`src/rtl/sd_filt_pkg.sv`:
```
// constants shared by the decimation filter control block
package sd_filt_pkg;
  // register map, byte addresses on the apb bus
  localparam logic [31:0] ADDR_FILTER_CTRL = 32'hffff0518;
  localparam logic [31:0] ADDR_EXT_CFG     = 32'hffff051c;
  localparam logic [31:0] ADDR_STATUS      = 32'hffff0520;
  localparam logic [15:0] FILTER_CTRL_RST  = 16'h0007;
  localparam logic [7:0]  EXT_CFG_RST      = 8'h00;
  // filter control fields
  localparam int CHOP_BIT  = 15;
  localparam int RAVG_BIT  = 14;
  localparam int AF_MSB    = 13;
  localparam int AF_LSB    = 8;
  localparam int NOTCH_BIT = 7;
  localparam int SF_MSB    = 6;
  localparam int SF_LSB    = 0;
  // status fields
  localparam int ST_READY_BIT  = 0;
  localparam int ST_RAVG_BIT   = 1;
  localparam int ST_LP_BIT     = 2;
  localparam int ST_COMBO_BIT  = 3;
  localparam int ST_PERIOD_LSB = 12;
  // output period arithmetic, in modulator ticks
  localparam int PER_W       = 20;
  localparam int SINC_SHIFT  = 6;
  localparam int POST_BASE   = 3;
  localparam int CHOP_EXTRA  = 3;
  localparam int MOD_HZ_NORM = 512000;
  localparam int RATE_60_HZ  = 60;
  localparam int RATE_50_HZ  = 50;
  localparam int MIN_RATE_HZ = 4;
  localparam logic [6:0]       SF_FORCE_60 = 7'h7e;
  localparam logic [6:0]       SF_FORCE_50 = 7'h7f;
  localparam logic [PER_W-1:0] PERIOD_60HZ = PER_W'(MOD_HZ_NORM / RATE_60_HZ);
  localparam logic [PER_W-1:0] PERIOD_50HZ = PER_W'(MOD_HZ_NORM / RATE_50_HZ);
  localparam logic [PER_W-1:0] MAX_PERIOD  = PER_W'(MOD_HZ_NORM / MIN_RATE_HZ);
  // permitted factor combinations
  localparam logic [6:0] SF_ANY_AF_MAX   = 7'h1f;
  localparam logic [6:0] SF_SMALL_AF_MAX = 7'h3f;
  localparam logic [5:0] AF_SMALL_MAX    = 6'h07;
  // settling, in output periods
  localparam logic [2:0] SETTLE_CHOP       = 3'h2;
  localparam logic [2:0] SETTLE_PLAIN      = 3'h3;
  localparam logic [2:0] SETTLE_PLAIN_RAVG = 3'h4;
  localparam logic [2:0] SETTLE_AF         = 3'h1;
  localparam logic [2:0] SETTLE_AF_RAVG    = 3'h2;
  // first-result delay on the system clock
  localparam int CLK_HZ        = 25000000;
  localparam int FIRST_DLY_NS  = 60000;
  localparam int FIRST_DLY_CYC = (FIRST_DLY_NS * (CLK_HZ / 1000000) + 999) / 1000;
  localparam int DLY_W         = 11;
endpackage

```
`src/rtl/filt_cfg_if.sv`:
```
// configuration and timing signals between the filter control modules
`timescale 1ns/100ps
interface filt_cfg_if;
  import sd_filt_pkg::*;
  logic [6:0]       sf;
  logic [5:0]       af;
  logic             chop;
  logic             ravg;
  logic             restart;
  logic             lp_sel;
  logic [PER_W-1:0] period;
  logic [2:0]       settle;
  logic             conv_strobe;
  logic             result_ready;
  modport top  (output sf, af, chop, ravg, restart, lp_sel,
                input period, settle, conv_strobe, result_ready);
  modport calc (input sf, af, chop, ravg, output period, settle);
  modport gen  (input period, settle, restart, lp_sel, output conv_strobe, result_ready);
endinterface

```
`src/rtl/filt_rate_calc.sv`:
```
// output period and settling count from the filter settings
`timescale 1ns/100ps
module filt_rate_calc
  import sd_filt_pkg::*;
(
  filt_cfg_if.calc cfg
);
  logic [PER_W-1:0] base;
  logic [PER_W-1:0] full;

  always_comb
  begin
    unique case (cfg.sf)
      SF_FORCE_60: base = PERIOD_60HZ;
      SF_FORCE_50: base = PERIOD_50HZ;
      default:     base = (PER_W'(cfg.sf) + PER_W'(1)) << SINC_SHIFT;
    endcase
    full = base;
    if (cfg.chop || (cfg.af != 6'h00))
    begin
      full = PER_W'(base * PER_W'(POST_BASE + int'(cfg.af)));
      if (cfg.af == 6'h00)
      begin
        full = full + PER_W'(CHOP_EXTRA);
      end
    end
    // slowest rate clamp: MAX_PERIOD, the MIN_RATE_HZ rate at MOD_HZ_NORM, well inside the PER_W counter range
    cfg.period = (full > MAX_PERIOD) ? MAX_PERIOD : full;
    if (cfg.chop)
    begin
      cfg.settle = SETTLE_CHOP;
    end
    else if (cfg.af == 6'h00)
    begin
      cfg.settle = cfg.ravg ? SETTLE_PLAIN_RAVG : SETTLE_PLAIN;
    end
    else
    begin
      cfg.settle = cfg.ravg ? SETTLE_AF_RAVG : SETTLE_AF;
    end
  end
endmodule // filt_rate_calc

```
`src/rtl/filt_rate_gen.sv`:
```
// output period timer, settling counter and first-result delay
`timescale 1ns/100ps
module filt_rate_gen
  import sd_filt_pkg::*;
(
  input  wire logic clk_sys,
  input  wire logic rst_b,
  input  wire logic tick_norm,
  input  wire logic tick_lp,
  filt_cfg_if.gen   cfg
);
  typedef struct packed {
    logic [PER_W-1:0] tick_cnt;
    logic [2:0]       settle_cnt;
    logic [DLY_W-1:0] dly_cnt;
    logic             strobe;
    logic             ready;
  } gen_s;

  localparam gen_s GEN_RST = '{tick_cnt: '0, settle_cnt: 3'h0,
                               dly_cnt: DLY_W'(FIRST_DLY_CYC), strobe: 1'b0, ready: 1'b0};
  gen_s q;
  gen_s d;
  logic tick;

  always_comb
  begin
    tick = cfg.lp_sel ? tick_lp : tick_norm;
    d = q;
    d.strobe = 1'b0;
    d.ready = (q.settle_cnt >= cfg.settle) && (q.dly_cnt == '0);
    if (cfg.restart)
    begin
      d.tick_cnt = '0;
      d.settle_cnt = 3'h0;
      d.dly_cnt = DLY_W'(FIRST_DLY_CYC);
      d.ready = 1'b0;
    end
    else
    begin
      if (q.dly_cnt != '0)
      begin
        d.dly_cnt = q.dly_cnt - DLY_W'(1);
      end
      if (tick)
      begin
        if (q.tick_cnt >= cfg.period - PER_W'(1))
        begin
          d.tick_cnt = '0;
          d.strobe = 1'b1;
          if (q.settle_cnt < cfg.settle)
          begin
            d.settle_cnt = q.settle_cnt + 3'h1;
          end
        end
        else
        begin
          d.tick_cnt = q.tick_cnt + PER_W'(1);
        end
      end
    end
  end

  always_ff @(posedge clk_sys or negedge rst_b)
  begin
    if (!rst_b)
    begin
      q <= GEN_RST;
    end
    else
    begin
      q <= d;
    end
  end

  assign cfg.conv_strobe = q.strobe;
  assign cfg.result_ready = q.ready;
endmodule // filt_rate_gen

```
`src/rtl/sd_filt_ctrl.sv`:
```
// apb register slave and control of the shared sigma-delta decimation filter
//
// The APB register port is this design's own decision.
`timescale 1ns/100ps
module sd_filt_ctrl
  import sd_filt_pkg::*;
(
  input  wire logic        clk_sys,
  input  wire logic        rst_b,
  input  wire logic        psel,
  input  wire logic        penable,
  input  wire logic        pwrite,
  input  wire logic [31:0] paddr,
  input  wire logic [31:0] pwdata,
  output logic      [31:0] prdata,
  output logic             pready,
  output logic             pslverr,
  input  wire logic        tick_norm,
  input  wire logic        tick_lp,
  input  wire logic        low_power_mode,
  output logic             adc_reset_i,
  output logic             adc_reset_vt,
  output logic             chop_en,
  output logic             run_avg_en,
  output logic             second_notch_en,
  output logic [6:0]       decimation_factor,
  output logic [5:0]       averaging_factor,
  output logic             filt_clk_lp,
  output logic             result_strobe,
  output logic             result_valid
);
  typedef struct packed {
    logic [15:0] ctrl;
    logic [7:0]  xcfg;
    logic [31:0] rdata;
    logic        ack;
    logic        err;
    logic        adc_rst;
    logic        chop;
    logic        ravg;
    logic        notch;
    logic        lp;
    logic        rstrobe;
    logic        rvalid;
  } top_s;

  localparam top_s TOP_RST = '{ctrl: FILTER_CTRL_RST, xcfg: EXT_CFG_RST, rdata: 32'h0,
                               ack: 1'b0, err: 1'b0, adc_rst: 1'b0, chop: 1'b0,
                               ravg: 1'b0, notch: 1'b0, lp: 1'b0, rstrobe: 1'b0,
                               rvalid: 1'b0};

  top_s q;
  top_s d;
  logic setup;
  logic access;
  logic combo_ok;

  filt_cfg_if cfg ();

  function automatic logic hit(input logic [31:0] a, input logic [31:0] off);
    return a == off;
  endfunction

  function automatic logic legal(input logic [6:0] sf, input logic [5:0] af);
    return (sf <= SF_ANY_AF_MAX) || ((sf <= SF_SMALL_AF_MAX) && (af <= AF_SMALL_MAX))
           || (af == 6'h00);
  endfunction

  always_comb
  begin
    setup = psel && !penable;
    access = psel && penable && q.ack;
    combo_ok = legal(q.ctrl[SF_MSB:SF_LSB], q.ctrl[AF_MSB:AF_LSB]);
    d = q;
    d.ack = 1'b0;
    d.err = 1'b0;
    d.adc_rst = 1'b0;
    // answer is prepared in the setup cycle so pready can come from a flop
    if (setup)
    begin
      d.ack = 1'b1;
      d.err = !(hit(paddr, ADDR_FILTER_CTRL) || hit(paddr, ADDR_EXT_CFG)
                || hit(paddr, ADDR_STATUS));
      d.rdata = 32'h0;
      if (hit(paddr, ADDR_FILTER_CTRL))
      begin
        d.rdata = {16'h0, q.ctrl};
      end
      else if (hit(paddr, ADDR_EXT_CFG))
      begin
        d.rdata = {24'h0, q.xcfg};
      end
      else if (hit(paddr, ADDR_STATUS))
      begin
        d.rdata[ST_READY_BIT] = q.rvalid;
        d.rdata[ST_RAVG_BIT] = q.ravg;
        d.rdata[ST_LP_BIT] = q.lp;
        d.rdata[ST_COMBO_BIT] = !combo_ok;
        d.rdata[ST_PERIOD_LSB +: PER_W] = cfg.period;
      end
    end
    if (access && pwrite)
    begin
      if (hit(paddr, ADDR_FILTER_CTRL))
      begin
        d.ctrl = pwdata[15:0];
        d.adc_rst = pwdata[15:0] != q.ctrl;
      end
      if (hit(paddr, ADDR_EXT_CFG))
      begin
        d.xcfg = pwdata[7:0];
      end
    end
    d.chop = q.ctrl[CHOP_BIT];
    d.ravg = q.ctrl[RAVG_BIT] || q.ctrl[CHOP_BIT];
    d.notch = q.ctrl[NOTCH_BIT];
    d.lp = low_power_mode;
    // result only after settling and delay
    d.rvalid = cfg.result_ready;
    d.rstrobe = cfg.conv_strobe && cfg.result_ready;
  end

  always_ff @(posedge clk_sys or negedge rst_b)
  begin
    if (!rst_b)
    begin
      q <= TOP_RST;
    end
    else
    begin
      q <= d;
    end
  end

  assign cfg.sf = q.ctrl[SF_MSB:SF_LSB];
  assign cfg.af = q.ctrl[AF_MSB:AF_LSB];
  assign cfg.chop = q.ctrl[CHOP_BIT];
  assign cfg.ravg = q.ctrl[RAVG_BIT] || q.ctrl[CHOP_BIT];
  assign cfg.restart = q.adc_rst;
  assign cfg.lp_sel = q.lp;

  filt_rate_calc u_calc (
    .cfg (cfg.calc)
  );

  filt_rate_gen u_gen (
    .clk_sys   (clk_sys),
    .rst_b     (rst_b),
    .tick_norm (tick_norm),
    .tick_lp   (tick_lp),
    .cfg       (cfg.gen)
  );

  assign prdata = q.rdata;
  assign pready = q.ack;
  assign pslverr = q.err;
  assign adc_reset_i = q.adc_rst;
  assign adc_reset_vt = q.adc_rst;
  assign chop_en = q.chop;
  assign run_avg_en = q.ravg;
  assign second_notch_en = q.notch;
  assign decimation_factor = q.ctrl[SF_MSB:SF_LSB];
  assign averaging_factor = q.ctrl[AF_MSB:AF_LSB];
  assign filt_clk_lp = q.lp;
  assign result_strobe = q.rstrobe;
  assign result_valid = q.rvalid;
endmodule // sd_filt_ctrl

```
`config.mk`:
```
export PLATFORM = sky130hd
export DESIGN_NAME = sd_filt_ctrl
export DESIGN_NICKNAME = d
export VERILOG_FILES = /design/src/rtl/sd_filt_pkg.sv /design/src/rtl/filt_cfg_if.sv /design/src/rtl/filt_rate_calc.sv /design/src/rtl/filt_rate_gen.sv /design/src/rtl/sd_filt_ctrl.sv
export SDC_FILE = /design/constraint.sdc
export NUM_CORES = 1
export LEC_CHECK = 0
export ABC_AREA = 0
export BUFFER_PORTS_ARGS = -buffer_cell sky130_fd_sc_hd__buf_2
export CORE_MARGIN = 10
export CORE_UTILIZATION = 40
export CTS_CLUSTER_DIAMETER = 120
export DETAILED_ROUTE_END_ITERATION = 10
export PLACE_DENSITY_LB_ADDON = 0.12
export SYNTH_ARGS = -nofsm -noshare
export SYNTH_HDL_FRONTEND = slang
export SYNTH_HIERARCHICAL = 1
export SYNTH_SLANG_ARGS = --single-unit
```
`constraint.sdc`:
```
create_clock -name clk_sys -period 17.3 [get_ports clk_sys]
set_input_delay 1.73 -clock clk_sys [delete_from_list [all_inputs] [get_ports clk_sys]]
set_output_delay 1.73 -clock clk_sys [all_outputs]
set_load 0.005 [all_outputs]
```
== After elaboration in Yosys (flattened, before gate mapping) ==
Index checks and enable logic that the tools add are counted.

* Bits in read-only memories: 0
* Memory bits (writable): 0
* Latch bits: 0
* Word-level logic and storage cells: 93
* Register bits after elaboration: 101
* Output and inout bits: 55
* Input bits: 72
* Memories kept: 0

* Bitwise operators: 0
* Multiplexer cells: 28
* Equal/unequal tests: 6
* $mul: 1
* Add/sub/neg operators: 7
* Shift-type cells: 0
* Reduce and logical (&&, ||, !) cells: 27
* Div/mod/pow operators: 0
* Magnitude comparators: 7

{| class="wikitable"
|+ Operators by type and width
! kind !! count
|-
| $mux 20 || 6
|-
| $eq 32x32->1 const B || 3
|-
| $pmux 20 s2 || 1
|-
| $mux 34 || 1
|-
| $mux 32 || 1
|-
| $mux 23 || 1
|-
| $add 20x1->20 const B || 1
|-
| $add 20x2->20 const B || 1
|-
| $ge 20x20->1 || 1
|-
| $gt 20x17->1 const B || 1
|-
| $mul 20x20->20 || 1
|-
| $sub 20x1->20 const B || 1
|-
| $ne 16x16->1 || 1
|-
| $mux 3 || 5
|-
| $eq 7x7->1 const B || 2
|-
| $mux 4 || 3
|-
| $logic_not 11->1 || 1
|-
| $mux 11 || 1
|-
| $reduce_bool 11->1 || 1
|-
| $sub 11x1->11 const B || 1
|-
| $add 7x1->8 const B || 1
|-
| $reduce_bool 2->1 || 4
|-
| $add 2x6->7 const A || 1
|-
| $le 7x5->1 const B || 1
|-
| other kinds (14) || 35
|}

== Depth between registers and ports, before layout ==
* Depth in word-level cells: 13
* Gate-level depth with buffers: 42
* Mapped depth without buffers: 39

== Hierarchy ==
Netlist, hierarchy kept.

{| class="wikitable"
|+ Modules (own cells, without submodules)
! module !! area an instance (µm²) !! instances !! seq. area each (µm²) !! cells each
|-
| filt_rate_calc || 3872.5 || 1 || 0.0 || 523
|-
| sd_filt_ctrl || 3224.3 || 1 || 1630.3 || 264
|-
| filt_rate_gen || 2707.6 || 1 || 909.6 || 303
|}

== Least setup slack after synthesis ==
OpenSTA, ideal clock, no wires.

* Kind: reg-to-reg
* Start point: register q, in the netlist decimation_factor[2]
* End point: register u_gen/q[15] (netlist name)
* Arrival time: 9606 ps
* Slack: 7616 ps
* Period minus slack after synthesis: 9684 ps
* Stages on the path, launching flop included: 38
* Setup time: 78 ps
* Path through: dfstp_2 and4_1 clkbuf_2 and2_1 clkbuf_1 a21oi_1 or2_2 fa_1 inv_1 fa_1 fa_1 inv_1 fa_1 inv_1 ha_1 clkbuf_1 nand2_1 o21ai_0 [2 not listed] or4b_4 nor3_2 nand3_1 and3_1 o32ai_4 nor2_2 nor4_2 nand2_1 or4_1 nor4_1 xnor2_1 ha_1 nand4_1 or4_4 a31oi_4 a211oi_1 or4_1 a21oi_1

* Word-level cells in the longest chain between the ends: 12
* Elaborated cells on any way between the ends: 14
* Those cells by class: 3 x add/sub; 1 x mul; 2 x order compare; 2 x eq/ne; 4 x mux; 2 x reduce/logical

{| class="wikitable"
|+ RTL lines
! what !! line !! RTL
|-
| start: declaration || sd_filt_ctrl.sv:52 || <nowiki>top_s q;</nowiki>
|-
| start signal: assignment || sd_filt_ctrl.sv:127 || <nowiki>q <= TOP_RST;</nowiki>
|-
| start signal: assignment || sd_filt_ctrl.sv:131 || <nowiki>q <= d;</nowiki>
|-
| $add 7x1->8 / $eq 7x7->1 (equally long branches) || filt_rate_calc.sv:16, filt_rate_calc.sv:13 ||
|-
| $pmux 20 s2 (*) || filt_rate_calc.sv:13 || <nowiki>unique case (cfg.sf)</nowiki>
|-
| $mul 20x20->20 || filt_rate_calc.sv:21 || <nowiki>full = PER_W'(base * PER_W'(POST_BASE + int'(cfg.af)));</nowiki>
|-
| $add 20x2->20 || filt_rate_calc.sv:24 || <nowiki>full = full + PER_W'(CHOP_EXTRA);</nowiki>
|-
| $mux 20 || filt_rate_calc.sv:22 || <nowiki>if (cfg.af == 6'h00)</nowiki>
|-
| $mux 20 (*) || filt_rate_calc.sv:19 || <nowiki>if (cfg.chop || (cfg.af != 6'h00))</nowiki>
|-
| $gt 20x17->1 || filt_rate_calc.sv:28 || <nowiki>cfg.period = (full > MAX_PERIOD) ? MAX_PERIOD : full;</nowiki>
|-
| $mux 20 (*) || filt_rate_calc.sv:28 ||
|-
| net cfg.period[5] || filt_cfg_if.sv:11 || <nowiki>logic [PER_W-1:0] period;</nowiki>
|-
| $sub 20x1->20 (*) || filt_rate_gen.sv:47 || <nowiki>if (q.tick_cnt >= cfg.period - PER_W'(1))</nowiki>
|-
| $ge 20x20->1 (*) || filt_rate_gen.sv:47 ||
|-
| $reduce_bool 2->1 (no source line) (*) || n/a ||
|-
| $reduce_and 3->1 (no source line) (*) || n/a ||
|-
| end signal: assignment || filt_rate_gen.sv:68 || <nowiki>q <= GEN_RST;</nowiki>
|-
| end signal: assignment || filt_rate_gen.sv:72 || <nowiki>q <= d;</nowiki>
|-
| end: declaration || filt_rate_gen.sv:22 || <nowiki>gen_s q;</nowiki>
|}

The timed path passes the listed nets; every way through them passes the cells marked *.
A chain may end at the register's enable or synchronous reset.

== Worst setup path in the final report ==
* Start point: register q, in the netlist decimation_factor[0]
* End point: register u_gen/q[16] (netlist name)

* Word-level cells in the longest chain between the ends: 13
* Elaborated cells on any way between the ends: 15
* Those cells by class: 3 x add/sub; 1 x mul; 2 x order compare; 2 x eq/ne; 7 x mux

{| class="wikitable"
|+ RTL lines
! what !! line !! RTL
|-
| $add 7x1->8 / $eq 7x7->1 (equally long branches) || filt_rate_calc.sv:16, filt_rate_calc.sv:13 ||
|-
| $pmux 20 s2 (*) || filt_rate_calc.sv:13 ||
|-
| $mul 20x20->20 || filt_rate_calc.sv:21 ||
|-
| $add 20x2->20 || filt_rate_calc.sv:24 ||
|-
| $mux 20 || filt_rate_calc.sv:22 ||
|-
| $mux 20 (*) || filt_rate_calc.sv:19 ||
|-
| $gt 20x17->1 || filt_rate_calc.sv:28 ||
|-
| $mux 20 (*) || filt_rate_calc.sv:28 ||
|-
| net cfg.period[5] || filt_cfg_if.sv:11 ||
|-
| $sub 20x1->20 (*) || filt_rate_gen.sv:47 ||
|-
| $ge 20x20->1 (*) || filt_rate_gen.sv:47 ||
|-
| $mux 20 (*) || filt_rate_gen.sv:47 ||
|-
| $mux 23 (*) || filt_rate_gen.sv:45 || <nowiki>if (tick)</nowiki>
|-
| $mux 34 (*) || filt_rate_gen.sv:32 || <nowiki>if (cfg.restart)</nowiki>
|}

The timed path passes the listed nets; every way through them passes the cells marked *. The select of a mux whose other input is x is not followed.

==> run summary <==
status - completed
post-synthesis sequential area ratio - 0.259
post-route ant nets - 0
Fin. Hold Viols - 0
Max Slew Vio Count - 0
synth-to-layout area growth - 8.04%
area leader, netlist - dfrtp_1
slowest CP cell - dfstp_2
Synth Flop Type - dfrtp_1
Critical Path Start - decimation_factor[0]
Setup crit end kind - register
fin cells - 1,466
vias in the first global route - 7,571
CP arrival - 11,320 ps
TNS Setup - 0 ps
clk_lat worst skew - 360 ps
slew margin rel. - 0.382
clk_skew - 19.7 ps
total global-route track usage - 0.158
Worst setup endpoint - u_gen/q[16]
die area - 31,200 um^2
cell repeated most along the worst path - inv_1
Yosys top cell area share - 0.232
CTS Root Cell - clkbuf_16
Routed wire per std cell - 17.2 um
Post-synth top cells - nor2_1, dfrtp_1, ha_1
first-pass GRT wire length - 40.2 mm
worst min path class - register to register
Final GP Congestion - 0.829
crit path max fanout - 13
crit-path max cell delay - 630 ps
layout cells sized above 1 - 0.195
Post-synth EDFFs - 0
chip width - 177 um
syn avg cell area - 8.99 um^2
Reg2Reg Setup Slack - 6220 ps
Critical Path Start Type - register
DRC - 0
CTS tree - built
Worst Tran Pin Value - 927 ps
min cycle time layout - 11,080 ps
row cnt - 57
Setup CP Type - register to register
placed wire-length estimate - 19.8 mm
vias post-DR - 7,802
cts bufs inserted - 9
post-synthesis cell area - 9800 um^2
Sink Count - 101
Post-CTS Setup Bufs - 0
Initial Util - 0.404
largest net degree at the start of global routing - 70
main area contributors after synthesis - dfrtp_1, ha_1, fa_1
num ports - 127
f_max - 90.3 MHz
YS warnings - 6
final wirelength - 25.2 mm
hold-fix buffers at CTS - 0
DP Area - 10,300 um^2
Final Cell Area - 10,600 um^2
final setup violation count - 0
die height - 177 um
RSZ-0062 raised after global routing - false
R2R cell count - 38
maximum VDD drop - 46.2 uV
DR vias/cell - 5.32
#FFs+latches synth - 101
initial antenna violation count - 0
worst r2r src - decimation_factor[0]
Async SR Flop Fraction - 1.00
Cells after DPL - 1,450
clock buffer depth - 2
count leader, synth - nor2_1
ant diodes - 0
reg2reg end - u_gen/q[16]
total core area - 24,200 um^2
cts repair resizes - 0
max-cap violations - 0
final worst-path cycle share - 0.640
gr ovfl total - 0
IO Port Bufs - 110
nets - 1,322
Detailed Routing Iterations Pass 1 - 5
Yosys cell types - 90
leakage power - 5.18 nW
P per Cell Area - 53.2 nW/um^2
register clock-pin slew on the reported worst setup and hold paths - 90 ps
Syn Inst Count - 1,090
H-tree levels - 3
1st-iter DRT viols - 484
worst path required time - 17,550 ps
## flip-flops by register name, summed over array words and instances (netlist names), 6 cells and up
name / cells
averaging_factor: 6
prdata: 32
q: 9
decimation_factor: 7
u_gen/q: 34
## kinds of logic (layout without fill, tap and decap cells)
group,Yosys count,after routing,share of synthesized area
XOR/XNOR,82,82,0.0733
adder cells (fa/ha/maj),113,113,0.172
other,1,3,0.000382
multiplexers,38,38,0.0465
buffers and inverters,162,212,0.0855
AO/OA/AOI/OAI,195,195,0.145
flip-flops,101,101,0.259
AND/OR/NAND/NOR,398,398,0.218
## layer usage
layer	wire length, um	GRT usage	vias to the layer above
met2	12000	0.256	109
met1	12100	0.215	3776
met5	0	0	-
met3	816	0.0267	18
li1	-	-	3899
met4	284	0.0322	0
## stage by stage
step                 util  power [W]  hold slack, ps  worst slack [ps]
global route        0.437   0.000594             396              5510
floorplan               -   0.000328             346              7620
global placement    0.425   0.000358             352              6220
detailed placement  0.425   0.000360             355              6250
finish              0.437   0.000564             380              6220
CTS                 0.437   0.000570             380              6170
## critical path, delay by kind of cell, from the launching register on
family,cells,cell delay (ps)
fa+ha+maj,7,3010
mux,1,280
compound gates,6,1510
xor+xnor,1,140
flops,1,630
simple gates,17,4870
buf+inv,6,510
## placed cells by master, fill, tap and decap left out, types with 8 or more instances in the layout
cell,instances
xnor2_1,59
a22o_1,25
clkbuf_16,9
nand3b_1,8
nand4_1,21
inv_1,76
xor2_1,23
dfstp_2,10
and2_1,10
and3_1,12
nor2_1,123
dfrtp_1,91
nor2b_1,8
mux2_2,20
a21o_1,15
nand2_1,62
nand2b_1,14
buf_4,10
ha_1,77
a21oi_1,50
buf_2,109
fa_1,36
nor3_1,21
or3_1,10
or2_2,12
nand3_1,31
nor2_2,9
mux2i_1,8
or4_1,9
nor4_1,8
o21ai_0,23
mux2_4,10
## worst min-delay path by stage
stage | endpoint | depth (start not counted) | startpoint | slack, ps
floorplan | result_valid | 0 | u_gen/cfg.result_ready | 350
global placement | result_valid | 0 | u_gen/cfg.result_ready | 350
detailed placement | result_valid | 0 | u_gen/cfg.result_ready | 360
CTS | result_valid | 0 | u_gen/cfg.result_ready | 380
global route | result_valid | 0 | u_gen/cfg.result_ready | 400
finish | result_valid | 0 | u_gen/cfg.result_ready | 380
## cell type report
type	instances	area (um^2)
clock buffer	9	225
clock inverter	7	73.8
fill	2458	13700
inverter	77	289
multi-input combinational	829	6440
sequential	101	2540
tap	324	405
timing repair buffer	119	621
## power breakdown
group          internal, W  switching, W  total (W)
sequential        0.000251     0.0000180   0.000269
combinational    0.0000405     0.0000457  0.0000863
clock             0.000102      0.000107   0.000209
(Power assumes the default switching activity.)
